<file path="src/rtl/twu_pkg.sv">
// Package of the timing and watchdog unit: register map, field layout,
// reset values, power modes and the service match code.
// Assumes a 32-bit APB bus with one register per aligned word.
package twu_pkg;
  // Register indices; byte address is four times the index
  localparam logic [23:0] IDX_CONFIG = 24'hffff20; // Timer watchdog config
  localparam logic [23:0] IDX_PRESCALER = 24'hffff22; // Tick prescaler
  localparam logic [23:0] IDX_RELOAD = 24'hffff24; // Periodic reload value
  localparam logic [23:0] IDX_CTRL_STATUS = 24'hffff26; // Periodic control status
  localparam logic [23:0] IDX_WD_COUNT = 24'hffff28; // Watchdog count
  localparam logic [23:0] IDX_WD_MATCH = 24'hffff2a; // Watchdog service match
  // Byte addresses on the bus
  localparam logic [31:0] ADDR_CONFIG = {6'h00, IDX_CONFIG, 2'b00};
  localparam logic [31:0] ADDR_PRESCALER = {6'h00, IDX_PRESCALER, 2'b00};
  localparam logic [31:0] ADDR_RELOAD = {6'h00, IDX_RELOAD, 2'b00};
  localparam logic [31:0] ADDR_CTRL_STATUS = {6'h00, IDX_CTRL_STATUS, 2'b00};
  localparam logic [31:0] ADDR_WD_COUNT = {6'h00, IDX_WD_COUNT, 2'b00};
  localparam logic [31:0] ADDR_WD_MATCH = {6'h00, IDX_WD_MATCH, 2'b00};
  // Configuration fields
  localparam int CFG_LOCK_CONFIG = 0; // Locks config register
  localparam int CFG_LOCK_PRESCALER = 1; // Locks prescaler register
  localparam int CFG_LOCK_TIMER = 2; // Locks reload and control status
  localparam int CFG_LOCK_WD_COUNT = 3; // Locks watchdog count
  localparam int CFG_WD_CLOCK_SELECT = 4; // 1: prescaled clock, 0: tick pulse
  localparam int CFG_MATCH_SERVICE = 5; // 1: service by match code
  localparam int CFG_WIDTH = 6; // Implemented config bits
  // Control status fields
  localparam int CS_RESTART = 0; // Restart request
  localparam int CS_EXPIRED = 1; // Timer expired flag, write 1 clears
  localparam int CS_IRQ_ENABLE = 2; // Timer interrupt enable
  // Widths and reset values
  localparam int PRESCALE_WIDTH = 3; // Prescale select width
  localparam logic [5:0] CONFIG_RESET = 6'h00; // Config after reset
  localparam logic [2:0] PRESCALE_RESET = 3'h0; // Divide by one after reset
  localparam logic [15:0] RELOAD_RESET = 16'hffff; // Reload after reset
  localparam logic [7:0] WD_COUNT_RESET = 8'h00; // Watchdog count after reset
  localparam logic [7:0] SERVICE_CODE = 8'h5c; // Valid match service value
  localparam logic [31:0] UNDEF_READ = 32'h0000_0000; // Locked or barred read
  // Power modes on the power_mode input
  typedef enum logic [1:0] {
    TWU_ACTIVE = 2'b00,
    TWU_POWER_SAVE = 2'b01,
    TWU_IDLE = 2'b10,
    TWU_HALT = 2'b11
  } twu_mode_t;
endpackage

</file>
<file path="src/rtl/twu_prescaler.sv">
// Prescaler dividing slow clock edges into prescaled clock ticks.
// Assumes slow_edge is a one-cycle pulse already synchronised to clock.
`timescale 1ns/1ps
`default_nettype none
module twu_prescaler (
  input wire logic clock, // System clock
  input wire logic reset_n, // Synchronous reset, active low
  input wire logic slow_edge, // One pulse per slow clock rising edge
  input wire logic [twu_pkg::PRESCALE_WIDTH-1:0] prescale_select, // Divisor select
  output logic prescaled_tick // One pulse per prescaled clock edge
);
  import twu_pkg::*;

  logic [4:0] div_count; // Free running slow edge counter

  // Mask of counter bits that must be all ones; reserved codes act as 32
  function automatic logic [4:0] div_mask(input logic [PRESCALE_WIDTH-1:0] sel);
    case (sel)
      3'h0: div_mask = 5'h00;
      3'h1: div_mask = 5'h01;
      3'h2: div_mask = 5'h03;
      3'h3: div_mask = 5'h07;
      3'h4: div_mask = 5'h0f;
      default: div_mask = 5'h1f;
    endcase
  endfunction

  // Count slow edges
  always_ff @(posedge clock) begin
    if (!reset_n) begin
      div_count <= 5'h00;
    end else if (slow_edge) begin
      div_count <= div_count + 5'h01;
    end
  end

  // Divide by 1 to 32
  always_ff @(posedge clock) begin
    if (!reset_n) begin
      prescaled_tick <= 1'b0;
    end else begin
      prescaled_tick <= slow_edge &&
        ((div_count & div_mask(prescale_select)) == div_mask(prescale_select));
    end
  end
endmodule // twu_prescaler
`default_nettype wire

</file>
<file path="src/rtl/twu_timer_watchdog.sv">
// Periodic timer and watchdog with APB registers, locks and power modes.
// Assumes slow_clock is an asynchronous pin far slower than clock, and
// that watchdog_reset is wired back into the device reset.
// Operation
// Prescaler divides slow clock by 1..32
// 16-bit timer counts down per prescaled edge
// Auto reload at zero, period reload plus one
// Software programs reload 0001h to FFFFh only
// Tick pulse lasts one prescaled clock
// Tick sets flag, interrupt when enabled
// Tick pulse goes to wake-up unit
// New reload used only at next reload
// Restart reloads next edge, self clears
// Software waits for restart before sleep
// Watchdog 8-bit, disabled after reset
// Count or match write starts watchdog
// Clock select: tick pulse or prescaled
// Count write services; match writes ignored
// Match mode: 5Ch reloads programmed count
// Late or frequent service resets device
// Wrong match value resets device
// Locked register ignores writes, reads undefined
// Lock bits stick until reset
// Config layout: locks, select, service mode
// Timer lock covers reload and control
// Counters keep running in sleep modes
// Only match register reachable when sleeping
// Halt freezes unit, resumes exactly
// Software waits five slow clocks before sleep
// Power mode input qualifies register access
`timescale 1ns/1ps
`default_nettype none
module twu_timer_watchdog (
  input wire logic clock, // System clock, 100 MHz
  input wire logic reset_n, // Synchronous reset, active low
  input wire logic slow_clock, // Slow clock pin, asynchronous
  input wire logic [1:0] power_mode, // Current device power mode
  input wire logic psel, // APB select
  input wire logic penable, // APB enable
  input wire logic pwrite, // APB write
  input wire logic [31:0] paddr, // APB byte address
  input wire logic [31:0] pwdata, // APB write data
  output logic [31:0] prdata, // APB read data
  output logic pready, // APB ready
  output logic pslverr, // APB error on unmapped address
  output logic timer_tick_pulse, // Tick level towards wake-up unit
  output logic timer_interrupt_line, // Timer interrupt request
  output logic watchdog_reset // Watchdog error, resets device
);
  import twu_pkg::*;

  logic slow_sync1; // First synchroniser stage
  logic slow_sync2; // Second synchroniser stage
  logic slow_prev; // Delayed copy for edge detect
  logic slow_edge; // Slow clock rising edge, gated in halt
  logic prescaled_tick; // Prescaled clock edge pulse
  logic [CFG_WIDTH-1:0] config_q; // Configuration register
  logic [PRESCALE_WIDTH-1:0] prescale_select; // Prescaler field
  logic [15:0] reload_value; // Periodic reload value
  logic [15:0] timer_count; // Periodic down counter
  logic restart; // Pending restart request
  logic expired_flag; // Timer expired status
  logic irq_enable; // Timer interrupt enable
  logic tick_event; // Pulse when counter reaches zero
  logic [7:0] wd_count_reg; // Programmed watchdog count
  logic [7:0] wd_counter; // Running watchdog counter
  logic wd_started; // Watchdog running
  logic wd_serviced; // Serviced since last watchdog clock
  logic wd_clk_event; // Selected watchdog clock edge
  logic wd_service; // A service in this cycle
  logic wd_load; // Load counter in this cycle
  logic [7:0] wd_load_value; // Value to load
  logic wd_error; // Watchdog error condition
  logic access_phase; // APB access phase, awaiting answer
  logic do_write; // Write takes effect now
  logic sel_config; // Address decodes
  logic sel_prescaler;
  logic sel_reload;
  logic sel_ctrl;
  logic sel_wd_count;
  logic sel_wd_match;
  logic mapped; // Address hits a register
  logic allowed; // Register reachable now
  logic halted; // Device in halt mode
  logic [31:0] next_prdata; // Read data to register

  assign halted = (power_mode == TWU_HALT);

  // Slow clock synchroniser and edge detect
  always_ff @(posedge clock) begin
    if (!reset_n) begin
      slow_sync1 <= 1'b0;
      slow_sync2 <= 1'b0;
      slow_prev <= 1'b0;
    end else begin
      slow_sync1 <= slow_clock;
      slow_sync2 <= slow_sync1;
      slow_prev <= slow_sync2;
    end
  end

  // Halt freezes all counting
  // Other modes keep counting
  assign slow_edge = slow_sync2 && !slow_prev && !halted;

  twu_prescaler u_prescaler (
    .clock(clock),
    .reset_n(reset_n),
    .slow_edge(slow_edge),
    .prescale_select(prescale_select),
    .prescaled_tick(prescaled_tick)
  );

  // Address decode on the full byte address
  assign sel_config = (paddr == ADDR_CONFIG);
  assign sel_prescaler = (paddr == ADDR_PRESCALER);
  assign sel_reload = (paddr == ADDR_RELOAD);
  assign sel_ctrl = (paddr == ADDR_CTRL_STATUS);
  assign sel_wd_count = (paddr == ADDR_WD_COUNT);
  assign sel_wd_match = (paddr == ADDR_WD_MATCH);
  assign mapped = sel_config || sel_prescaler || sel_reload || sel_ctrl ||
                  sel_wd_count || sel_wd_match;

  // Reachability of the addressed register
  always_comb begin
    allowed = 1'b1;
    // Sleep modes reach only the match register
    // Mode qualifies every access
    if (power_mode != TWU_ACTIVE) begin
      allowed = sel_wd_match && !halted;
    end
    // Locked registers are barred
    // Timer lock covers two registers
    if ((sel_config && config_q[CFG_LOCK_CONFIG]) ||
        (sel_prescaler && config_q[CFG_LOCK_PRESCALER]) ||
        ((sel_reload || sel_ctrl) && config_q[CFG_LOCK_TIMER]) ||
        (sel_wd_count && config_q[CFG_LOCK_WD_COUNT])) begin
      allowed = 1'b0;
    end
  end

  // Read data mux; barred reads give the undefined pattern
  always_comb begin
    next_prdata = 32'h0000_0000;
    if (!mapped || !allowed) begin
      next_prdata = UNDEF_READ;
    end else if (sel_config) begin
      next_prdata = {26'h0, config_q};
    end else if (sel_prescaler) begin
      next_prdata = {29'h0, prescale_select};
    end else if (sel_reload) begin
      next_prdata = {16'h0000, reload_value};
    end else if (sel_ctrl) begin
      next_prdata = {29'h0, irq_enable, expired_flag, restart};
    end else if (sel_wd_count) begin
      next_prdata = {24'h000000, wd_count_reg};
    end
  end

  // Writes take effect on the edge where pready is seen high
  assign access_phase = psel && penable;
  assign do_write = access_phase && pready && pwrite && mapped && allowed;

  // APB answer: one wait cycle, outputs registered
  always_ff @(posedge clock) begin
    if (!reset_n) begin
      pready <= 1'b0;
      prdata <= 32'h0000_0000;
      pslverr <= 1'b0;
    end else if (access_phase && !pready) begin
      pready <= 1'b1;
      prdata <= pwrite ? 32'h0000_0000 : next_prdata;
      pslverr <= !mapped;
    end else begin
      pready <= 1'b0;
      pslverr <= 1'b0;
    end
  end

  // Configuration register
  always_ff @(posedge clock) begin
    if (!reset_n) begin
      // Cleared at reset
      config_q <= CONFIG_RESET;
    end else if (do_write && sel_config) begin
      // Lock bits only ever set
      config_q[3:0] <= config_q[3:0] | pwdata[3:0];
      config_q[CFG_WD_CLOCK_SELECT] <= pwdata[CFG_WD_CLOCK_SELECT];
      config_q[CFG_MATCH_SERVICE] <= pwdata[CFG_MATCH_SERVICE];
    end
  end

  // Prescaler and reload registers
  always_ff @(posedge clock) begin
    if (!reset_n) begin
      prescale_select <= PRESCALE_RESET;
      reload_value <= RELOAD_RESET;
    end else begin
      if (do_write && sel_prescaler) begin
        prescale_select <= pwdata[PRESCALE_WIDTH-1:0];
      end
      // Stored only; counter picks it up at reload
      if (do_write && sel_reload) begin
        reload_value <= pwdata[15:0];
      end
    end
  end

  // Periodic down counter
  always_ff @(posedge clock) begin
    if (!reset_n) begin
      timer_count <= RELOAD_RESET;
      tick_event <= 1'b0;
    end else begin
      tick_event <= 1'b0;
      if (prescaled_tick) begin
        if (restart) begin
          // Restart reloads on next edge
          timer_count <= reload_value;
        end else if (timer_count == 16'h0000) begin
          // Auto reload at zero
          timer_count <= reload_value;
        end else begin
          // Count down per edge
          timer_count <= timer_count - 16'h0001;
          tick_event <= (timer_count == 16'h0001);
        end
      end
    end
  end

  // Tick level, high from reaching zero to the next prescaled edge
  always_ff @(posedge clock) begin
    if (!reset_n) begin
      timer_tick_pulse <= 1'b0;
    end else if (tick_event) begin
      // One prescaled cycle long
      // Same level feeds the wake-up unit
      timer_tick_pulse <= 1'b1;
    end else if (prescaled_tick) begin
      timer_tick_pulse <= 1'b0;
    end
  end

  // Control status register
  always_ff @(posedge clock) begin
    if (!reset_n) begin
      restart <= 1'b0;
      expired_flag <= 1'b0;
      irq_enable <= 1'b0;
    end else begin
      if (do_write && sel_ctrl) begin
        irq_enable <= pwdata[CS_IRQ_ENABLE];
      end
      // Restart clears itself once done
      if (prescaled_tick && restart) begin
        restart <= 1'b0;
      end else if (do_write && sel_ctrl && pwdata[CS_RESTART]) begin
        restart <= 1'b1;
      end
      // Tick sets flag; set beats a clear
      if (tick_event) begin
        expired_flag <= 1'b1;
      end else if (do_write && sel_ctrl && pwdata[CS_EXPIRED]) begin
        expired_flag <= 1'b0;
      end
    end
  end

  // Interrupt request
  always_ff @(posedge clock) begin
    if (!reset_n) begin
      timer_interrupt_line <= 1'b0;
    end else begin
      // Only when enabled
      timer_interrupt_line <= expired_flag && irq_enable;
    end
  end

  // Watchdog clock source select
  assign wd_clk_event = config_q[CFG_WD_CLOCK_SELECT] ? prescaled_tick : tick_event;

  // Watchdog service and load decisions
  always_comb begin
    wd_service = 1'b0;
    wd_load = 1'b0;
    wd_load_value = wd_count_reg;
    if (do_write && sel_wd_count) begin
      // Count write services in count mode
      wd_service = wd_started && !config_q[CFG_MATCH_SERVICE];
      wd_load = !wd_started || !config_q[CFG_MATCH_SERVICE];
      wd_load_value = pwdata[7:0];
    end else if (do_write && sel_wd_match) begin
      // Match code reloads programmed count
      wd_service = wd_started && config_q[CFG_MATCH_SERVICE] &&
                   (pwdata[7:0] == SERVICE_CODE);
      wd_load = !wd_started || wd_service;
    end
  end

  // Watchdog error sources
  always_comb begin
    wd_error = 1'b0;
    if (wd_started) begin
      // Too late or too often
      if ((wd_clk_event && wd_counter == 8'h00 && !wd_load) ||
          (wd_service && wd_serviced && !wd_clk_event)) begin
        wd_error = 1'b1;
      end
      // Wrong match value
      if (do_write && sel_wd_match && config_q[CFG_MATCH_SERVICE] &&
          pwdata[7:0] != SERVICE_CODE) begin
        wd_error = 1'b1;
      end
    end
  end

  // Watchdog counter
  always_ff @(posedge clock) begin
    if (!reset_n) begin
      // Disabled after reset
      wd_count_reg <= WD_COUNT_RESET;
      wd_counter <= WD_COUNT_RESET;
      wd_started <= 1'b0;
      wd_serviced <= 1'b0;
    end else begin
      if (do_write && sel_wd_count) begin
        wd_count_reg <= pwdata[7:0];
      end
      // Any count or match write starts it; never stops
      if (do_write && (sel_wd_count || sel_wd_match)) begin
        wd_started <= 1'b1;
      end
      if (wd_load) begin
        wd_counter <= wd_load_value;
      end else if (wd_started && wd_clk_event && wd_counter != 8'h00) begin
        wd_counter <= wd_counter - 8'h01;
      end
      wd_serviced <= wd_service || (wd_serviced && !wd_clk_event);
    end
  end

  // Error output holds until device reset
  always_ff @(posedge clock) begin
    if (!reset_n) begin
      watchdog_reset <= 1'b0;
    end else if (wd_error) begin
      watchdog_reset <= 1'b1;
    end
  end
endmodule // twu_timer_watchdog
`default_nettype wire

</file>
<file path="config.mk">
export PLATFORM = sky130hd
export DESIGN_NAME = twu_timer_watchdog
export DESIGN_NICKNAME = d
export VERILOG_FILES = /design/src/rtl/twu_pkg.sv /design/src/rtl/twu_prescaler.sv /design/src/rtl/twu_timer_watchdog.sv
export SDC_FILE = /design/constraint.sdc
export NUM_CORES = 1
export LEC_CHECK = 0
export BUFFER_PORTS_ARGS = -buffer_cell sky130_fd_sc_hd__buf_2
export CAP_MARGIN = 40
export CORE_MARGIN = 1
export CORE_UTILIZATION = 45
export DETAILED_ROUTE_END_ITERATION = 6
export HOLD_SLACK_MARGIN = 0.08
export PLACE_DENSITY = 0.69
export SKIP_CTS_REPAIR_TIMING = 1
export SLEW_MARGIN = 20
export SYNTH_ARGS = -nofsm -noshare
export SYNTH_HDL_FRONTEND = slang
export SYNTH_SLANG_ARGS = --single-unit
</file>
<file path="constraint.sdc">
create_clock -name clock -period 6.4 [get_ports clock]
set_input_delay 1.28 -clock clock [delete_from_list [all_inputs] [get_ports clock]]
set_output_delay 1.28 -clock clock [all_outputs]
set_load 0.02 [all_outputs]
</file>
# --- Yosys cells after proc, flatten, opt, wreduce, memory -nomap -nowiden ---
# Index checks and enable logic that the tools add are counted.
word_totals:
  reg_bits: 109
  inputBits: 72
  out_inout_bits: 37
  elab_cells: 146
classes:
  add_sub_neg: 3
  n_eq_ne: 15
  n_mux: 29
  bitwise: 4
  n_reduce_logical: 72
ops:
  columns: ["op", "n"]
  rows:
  - ["32-bit by 26-bit equality test with 1-bit output (second input constant)", 6]
  - ["16-bit 2-to-1 mux", 6]
  - ["8-bit 2-to-1 mux", 5]
  - ["1-bit logical AND", 37]
  - ["32-bit 2-to-1 mux", 1]
  - ["5-bit one-hot mux with 5 select lines", 1]
  - ["16-bit by 1-bit equality test with 1-bit output (second input constant)", 1]
  - ["16-bit logical NOT", 1]
  - ["16-bit by 1-bit subtractor with 16-bit output (second input constant)", 1]
  - ["1-bit logical OR", 15]
  - ["1-bit 2-to-1 mux", 15]
  - ["1-bit logical NOT", 9]
  - ["8-bit by 7-bit equality test with 1-bit output (second input constant)", 1]
  - ["8-bit logical NOT", 1]
  - ["8-bit by 7-bit inequality test with 1-bit output (second input constant)", 1]
  - ["2-bit nonzero test", 4]
  - ["8-bit nonzero test", 1]
  - ["8-bit by 1-bit subtractor with 8-bit output (second input constant)", 1]
  - ["3-bit by 2-bit equality test with 1-bit output (second input constant)", 2]
  - ["5-bit by 1-bit adder with 5-bit output (second input constant)", 1]
  - ["5-bit bitwise AND", 1]
  - ["5-bit equality test", 1]
  - ["5-bit 2-to-1 mux", 1]
  - ["4-bit OR", 1]
  - ["other kinds (8)", 9]

# --- Depth between registers and ports, before layout ---
depth:
  depth_word: 17
  ltp_mapped: 8

# --- Modules after synthesis ---
# A second synthesis with hierarchy kept.
hier_totals:
  cells_unflattened: 542
  hier_area_um2: 4608.2
modules_own_cells:
  columns: ["mod", "n_inst", "cells_each", "area_per_inst_um2", "seq_area_each_um2"]
  rows:
  - ["twu_timer_watchdog", 1, 513, 4330.4, 1741.7]
  - ["twu_prescaler", 1, 29, 277.8, 120.1]

# --- Least setup slack after synthesis ---
# No wires, ideal clock.
synth_path:
  path_type: "input port to flip-flop"
  startpoint: "in paddr[2]"
  endpoint: "reg wd_counter[0]"
  setup_ns: 0.116
  arrival_ns: 3.495
  required_ns: 6.284
  path_slack_ns: 2.789
  stages: 8
  path_cell_list: "or3_4 -> or3_1 -> or4_1 -> buf_6 -> and3b_1 -> buf_4 -> mux2_2 -> o211a_1"
synth_between:
  elab_chain_cells: 12
synth_lines:
  columns: ["element", "line_no", "rtl"]
  rows:
  - ["from (decl)", "twu_timer_watchdog.sv:41", "input wire logic [31:0] paddr,"]
  - ["32-bit by 26-bit equality test with 1-bit output, on equally long branches", "twu_timer_watchdog.sv:115, twu_timer_watchdog.sv:116", null]
  - ["1-bit logical OR (4 in series)", "twu_timer_watchdog.sv:121", "assign mapped = sel_config || sel_prescaler || sel_reload || sel_ctrl ||"]
  - ["1-bit logical OR", "twu_timer_watchdog.sv:122", "sel_wd_count || sel_wd_match;"]
  - ["1-bit logical AND (2 in series)", "twu_timer_watchdog.sv:162", "assign do_write = access_phase && pready && pwrite && mapped && allowed;"]
  - ["1-bit logical AND", "twu_timer_watchdog.sv:293", "end else if (do_write && sel_wd_match) begin"]
  - ["1-bit 2-to-1 mux", "twu_timer_watchdog.sv:293", null]
  - ["1-bit 2-to-1 mux", "twu_timer_watchdog.sv:288", "if (do_write && sel_wd_count) begin"]
  - ["8-bit 2-to-1 mux or 2-bit nonzero test (tied branches)", null, null]
  - ["to (signal assigned)", "twu_timer_watchdog.sv:335", "wd_counter <= wd_load_value;"]
  - ["to (signal assigned)", "twu_timer_watchdog.sv:337", "wd_counter <= wd_counter - 8'h01;"]
  - ["to (decl)", "twu_timer_watchdog.sv:66", "logic [7:0] wd_counter;"]
# Parallel ways exist; a longest one is shown, timed or not.
# A chain may end at the register's enable or synchronous reset.

# --- Worst setup path after layout ---
layout_path:
  startpoint: "in paddr[2]"
  endpoint: "reg wd_counter[4]"
# The elaborated chain is that of the path after synthesis.

==> flow_summary.json <==
{
  "critPathRequiredTime_ns": 6.66,
  "timing.rr.start": "u_prescaler.prescaled_tick",
  "grt_pass1_wl_um": 19800,
  "ant_nets": 0,
  "grt_start_max_net_pins": 53,
  "finalHoldViolCount": 0,
  "grt_antenna_before_repair": 0,
  "routabilityCongestion": 0.879,
  "slowest_stage": "or4_1",
  "fin_crit_sh_pct": 60.5,
  "grt_pass1_vias": 4164,
  "netlist_instances": 537,
  "die-height_um": 104,
  "avgSynthCellArea_um2": 8.64,
  "arrival_ns": 4.13,
  "overflow": 0,
  "hpwlAfterDp_um": 8610,
  "ys_warn_count": 0,
  "core_um2": 9860,
  "critical-path-top-delay-family": "simple AND/OR/NAND/NOR gates",
  "num_vias": 4180,
  "tightest_slew_ns": 0.775,
  "wire_per_inst_um": 15.9,
  "max_freq_mhz": 258,
  "synth_seq_area_share_pct": 40.1,
  "cap_violations": 0,
  "ys_top_cells_by_count": "93 x dfxtp_1, 55 x nor2_1, 47 x nand2_1",
  "rsz0062_at_grt": "no",
  "critPathKind": "primary input to flop",
  "num_io_pins": 109,
  "critPathLaunch": "paddr[2]",
  "p_leak_nw": 2.24,
  "reg.largest.list": "prdata x16, reload_value x16, timer_count x16",
  "fin_nets": 678,
  "floorplan.initialDensity_pct": 47.1,
  "synth_area_um2": 4640,
  "fillers": 961,
  "synth_top_area_share_pct": 40.1,
  "die_area_um2": 10700,
  "synth_cell_types": 59,
  "clock_latency_ns": 0.36,
  "drt_iter0_markers": 205,
  "grt_use_total_pct": 22.6,
  "worst-path-buf-inv": 1,
  "ir_drop_uv": 151,
  "relSlewSlack_pct": 47.9,
  "cts_tree": "yes",
  "setup_viol": 0,
  "multi_input_area_um2": 2530,
  "vias_per_cell": 5.66,
  "crit_path_start_kind": "primary input",
  "fin_skew_ns": 0.0103,
  "core.rowCount": 36,
  "die_w_um": 104,
  "crit_fanout": 9,
  "drc": 0,
  "synth-edff-count": 0,
  "path_clk_slew_ns": 0.10,
  "synth_top_cell_by_area": "dfxtp_1",
  "min_path_type": "flop to flop",
  "drive_gt1_share_pct": 18.2,
  "portBuffers": 76,
  "hp-start": "prdata[5]",
  "total_power_mw": 1.13,
  "synthFlopType": "dfxtp_1",
  "htree_levels": 3,
  "period_needed_ns": 3.87,
  "status": "complete, no violations",
  "async_flop_share_pct": 0,
  "critPathCaptureType": "flop",
  "fin_tns_setup_ns": 0,
  "clock-root-buffer": "clkbuf_8",
  "register_area_um2": 1860,
  "cellPowerDensity_nw_per_um2": 214,
  "synth-seq-cells": 93,
  "path_cells": "buf_2 -> or3_4 -> or3_1 -> or4_1 -> and3b_1 -> mux2_2 -> o211a_1",
  "n_antenna_cell": 0,
  "yosys-top-cells-area": "dfxtp_1 40%, mux2i_1 7.1%, nor2_1 4.4%",
  "syn2layout_area_growth_pct": 14.0,
  "drt-total-wl_um": 11700,
  "first_pass_iters": 4,
  "cts_buffers": 9,
  "yosysMostFrequentCell": "dfxtp_1",
  "cpPeakStageDelay_ns": 0.69,
  "cts.path.max_buffers": 2,
  "clock_sinks": 93,
  "drv_slew": 0
}
path summary, 6_finish.rpt:
path              slack [ns]             to  cells after the start
hold / removal          0.46      prdata[5]                      2
hold reg to reg         0.46      prdata[5]                      2
setup reg to reg        3.81  wd_counter[7]                      7
setup / recovery        2.53  wd_counter[4]                      7
worst register-to-register path: cells and delay by family (launching register included):
family / cells / cell delay (ns)
AND/OR/NAND/NOR: 2 / 0.20
XOR/XNOR: 1 / 0.16
AO/OA/AOI/OAI: 2 / 0.81
multiplexers: 1 / 0.26
flip-flops: 1 / 0.81
buffers and inverters: 1 / 0.27
per-layer routing:
metal	wire [µm]	track usage (%)
met1	5110	27.4
met2	5740	39.4
met3	625	4.59
met4	263	8.28
met5	0	0
cells by family after synthesis:
group	after synthesis	synth area share, %
flip-flops	93	40.1
other	1	0.0808
AND/OR/NAND/NOR	217	25.0
XOR/XNOR	11	2.08
multiplexers	36	7.84
buffers and inverters	61	6.68
AO/OA/AOI/OAI	112	16.6
adder cells (fa/ha/maj)	6	1.62
cell type report:
cell class	count	area share (%)
flip-flops and latches	93	35.2
multi-input cells	398	47.9
clock buffers	9	2.34
clock inverters	7	2.27
well taps	133	3.14
inverters	16	1.13
repair buffers	82	8.08
placed cells by master, fill, tap and decap left out, drive strengths merged, types with 4 or more instances in the layout:
master  count
ha          6
o21ai      29
inv        18
nor4        6
conb       16
a22oi       4
a211oi      5
nor4bb      4
nand4b      4
or3         5
nor3       18
nand2b      8
o211ai      6
buf        82
and3        6
mux2i      33
nand4      13
xor2        5
nand3      20
a32oi      12
a21oi      23
clkbuf      9
nor2       55
dfxtp      93
xnor2       6
nand2      47
a22o       11
and2       12
nor3b       4
power breakdown:
group,internal (mW),switching [mW]
Sequential,0.580,0.00243
Combinational,0.0241,0.0461
Clock,0.262,0.217
through the flow:
stage / util [%] / cell area [µm²] / cells / hold WS [ns] / worst slack (ns)
2_1_floorplan: - / 4700 / 552 / 0.412 / 2.79
4_1_cts: 53.7 / 5290 / 738 / 0.462 / 2.57
6_report: 53.7 / 5290 / 738 / 0.461 / 2.53
5_1_grt: 53.7 / 5290 / 738 / 0.498 / 2.32
3_3_place_gp: 50.9 / 5020 / 719 / 0.439 / 2.21
3_5_place_dp: 51.2 / 5050 / 722 / 0.441 / 2.18
(Power assumes the default switching activity.)
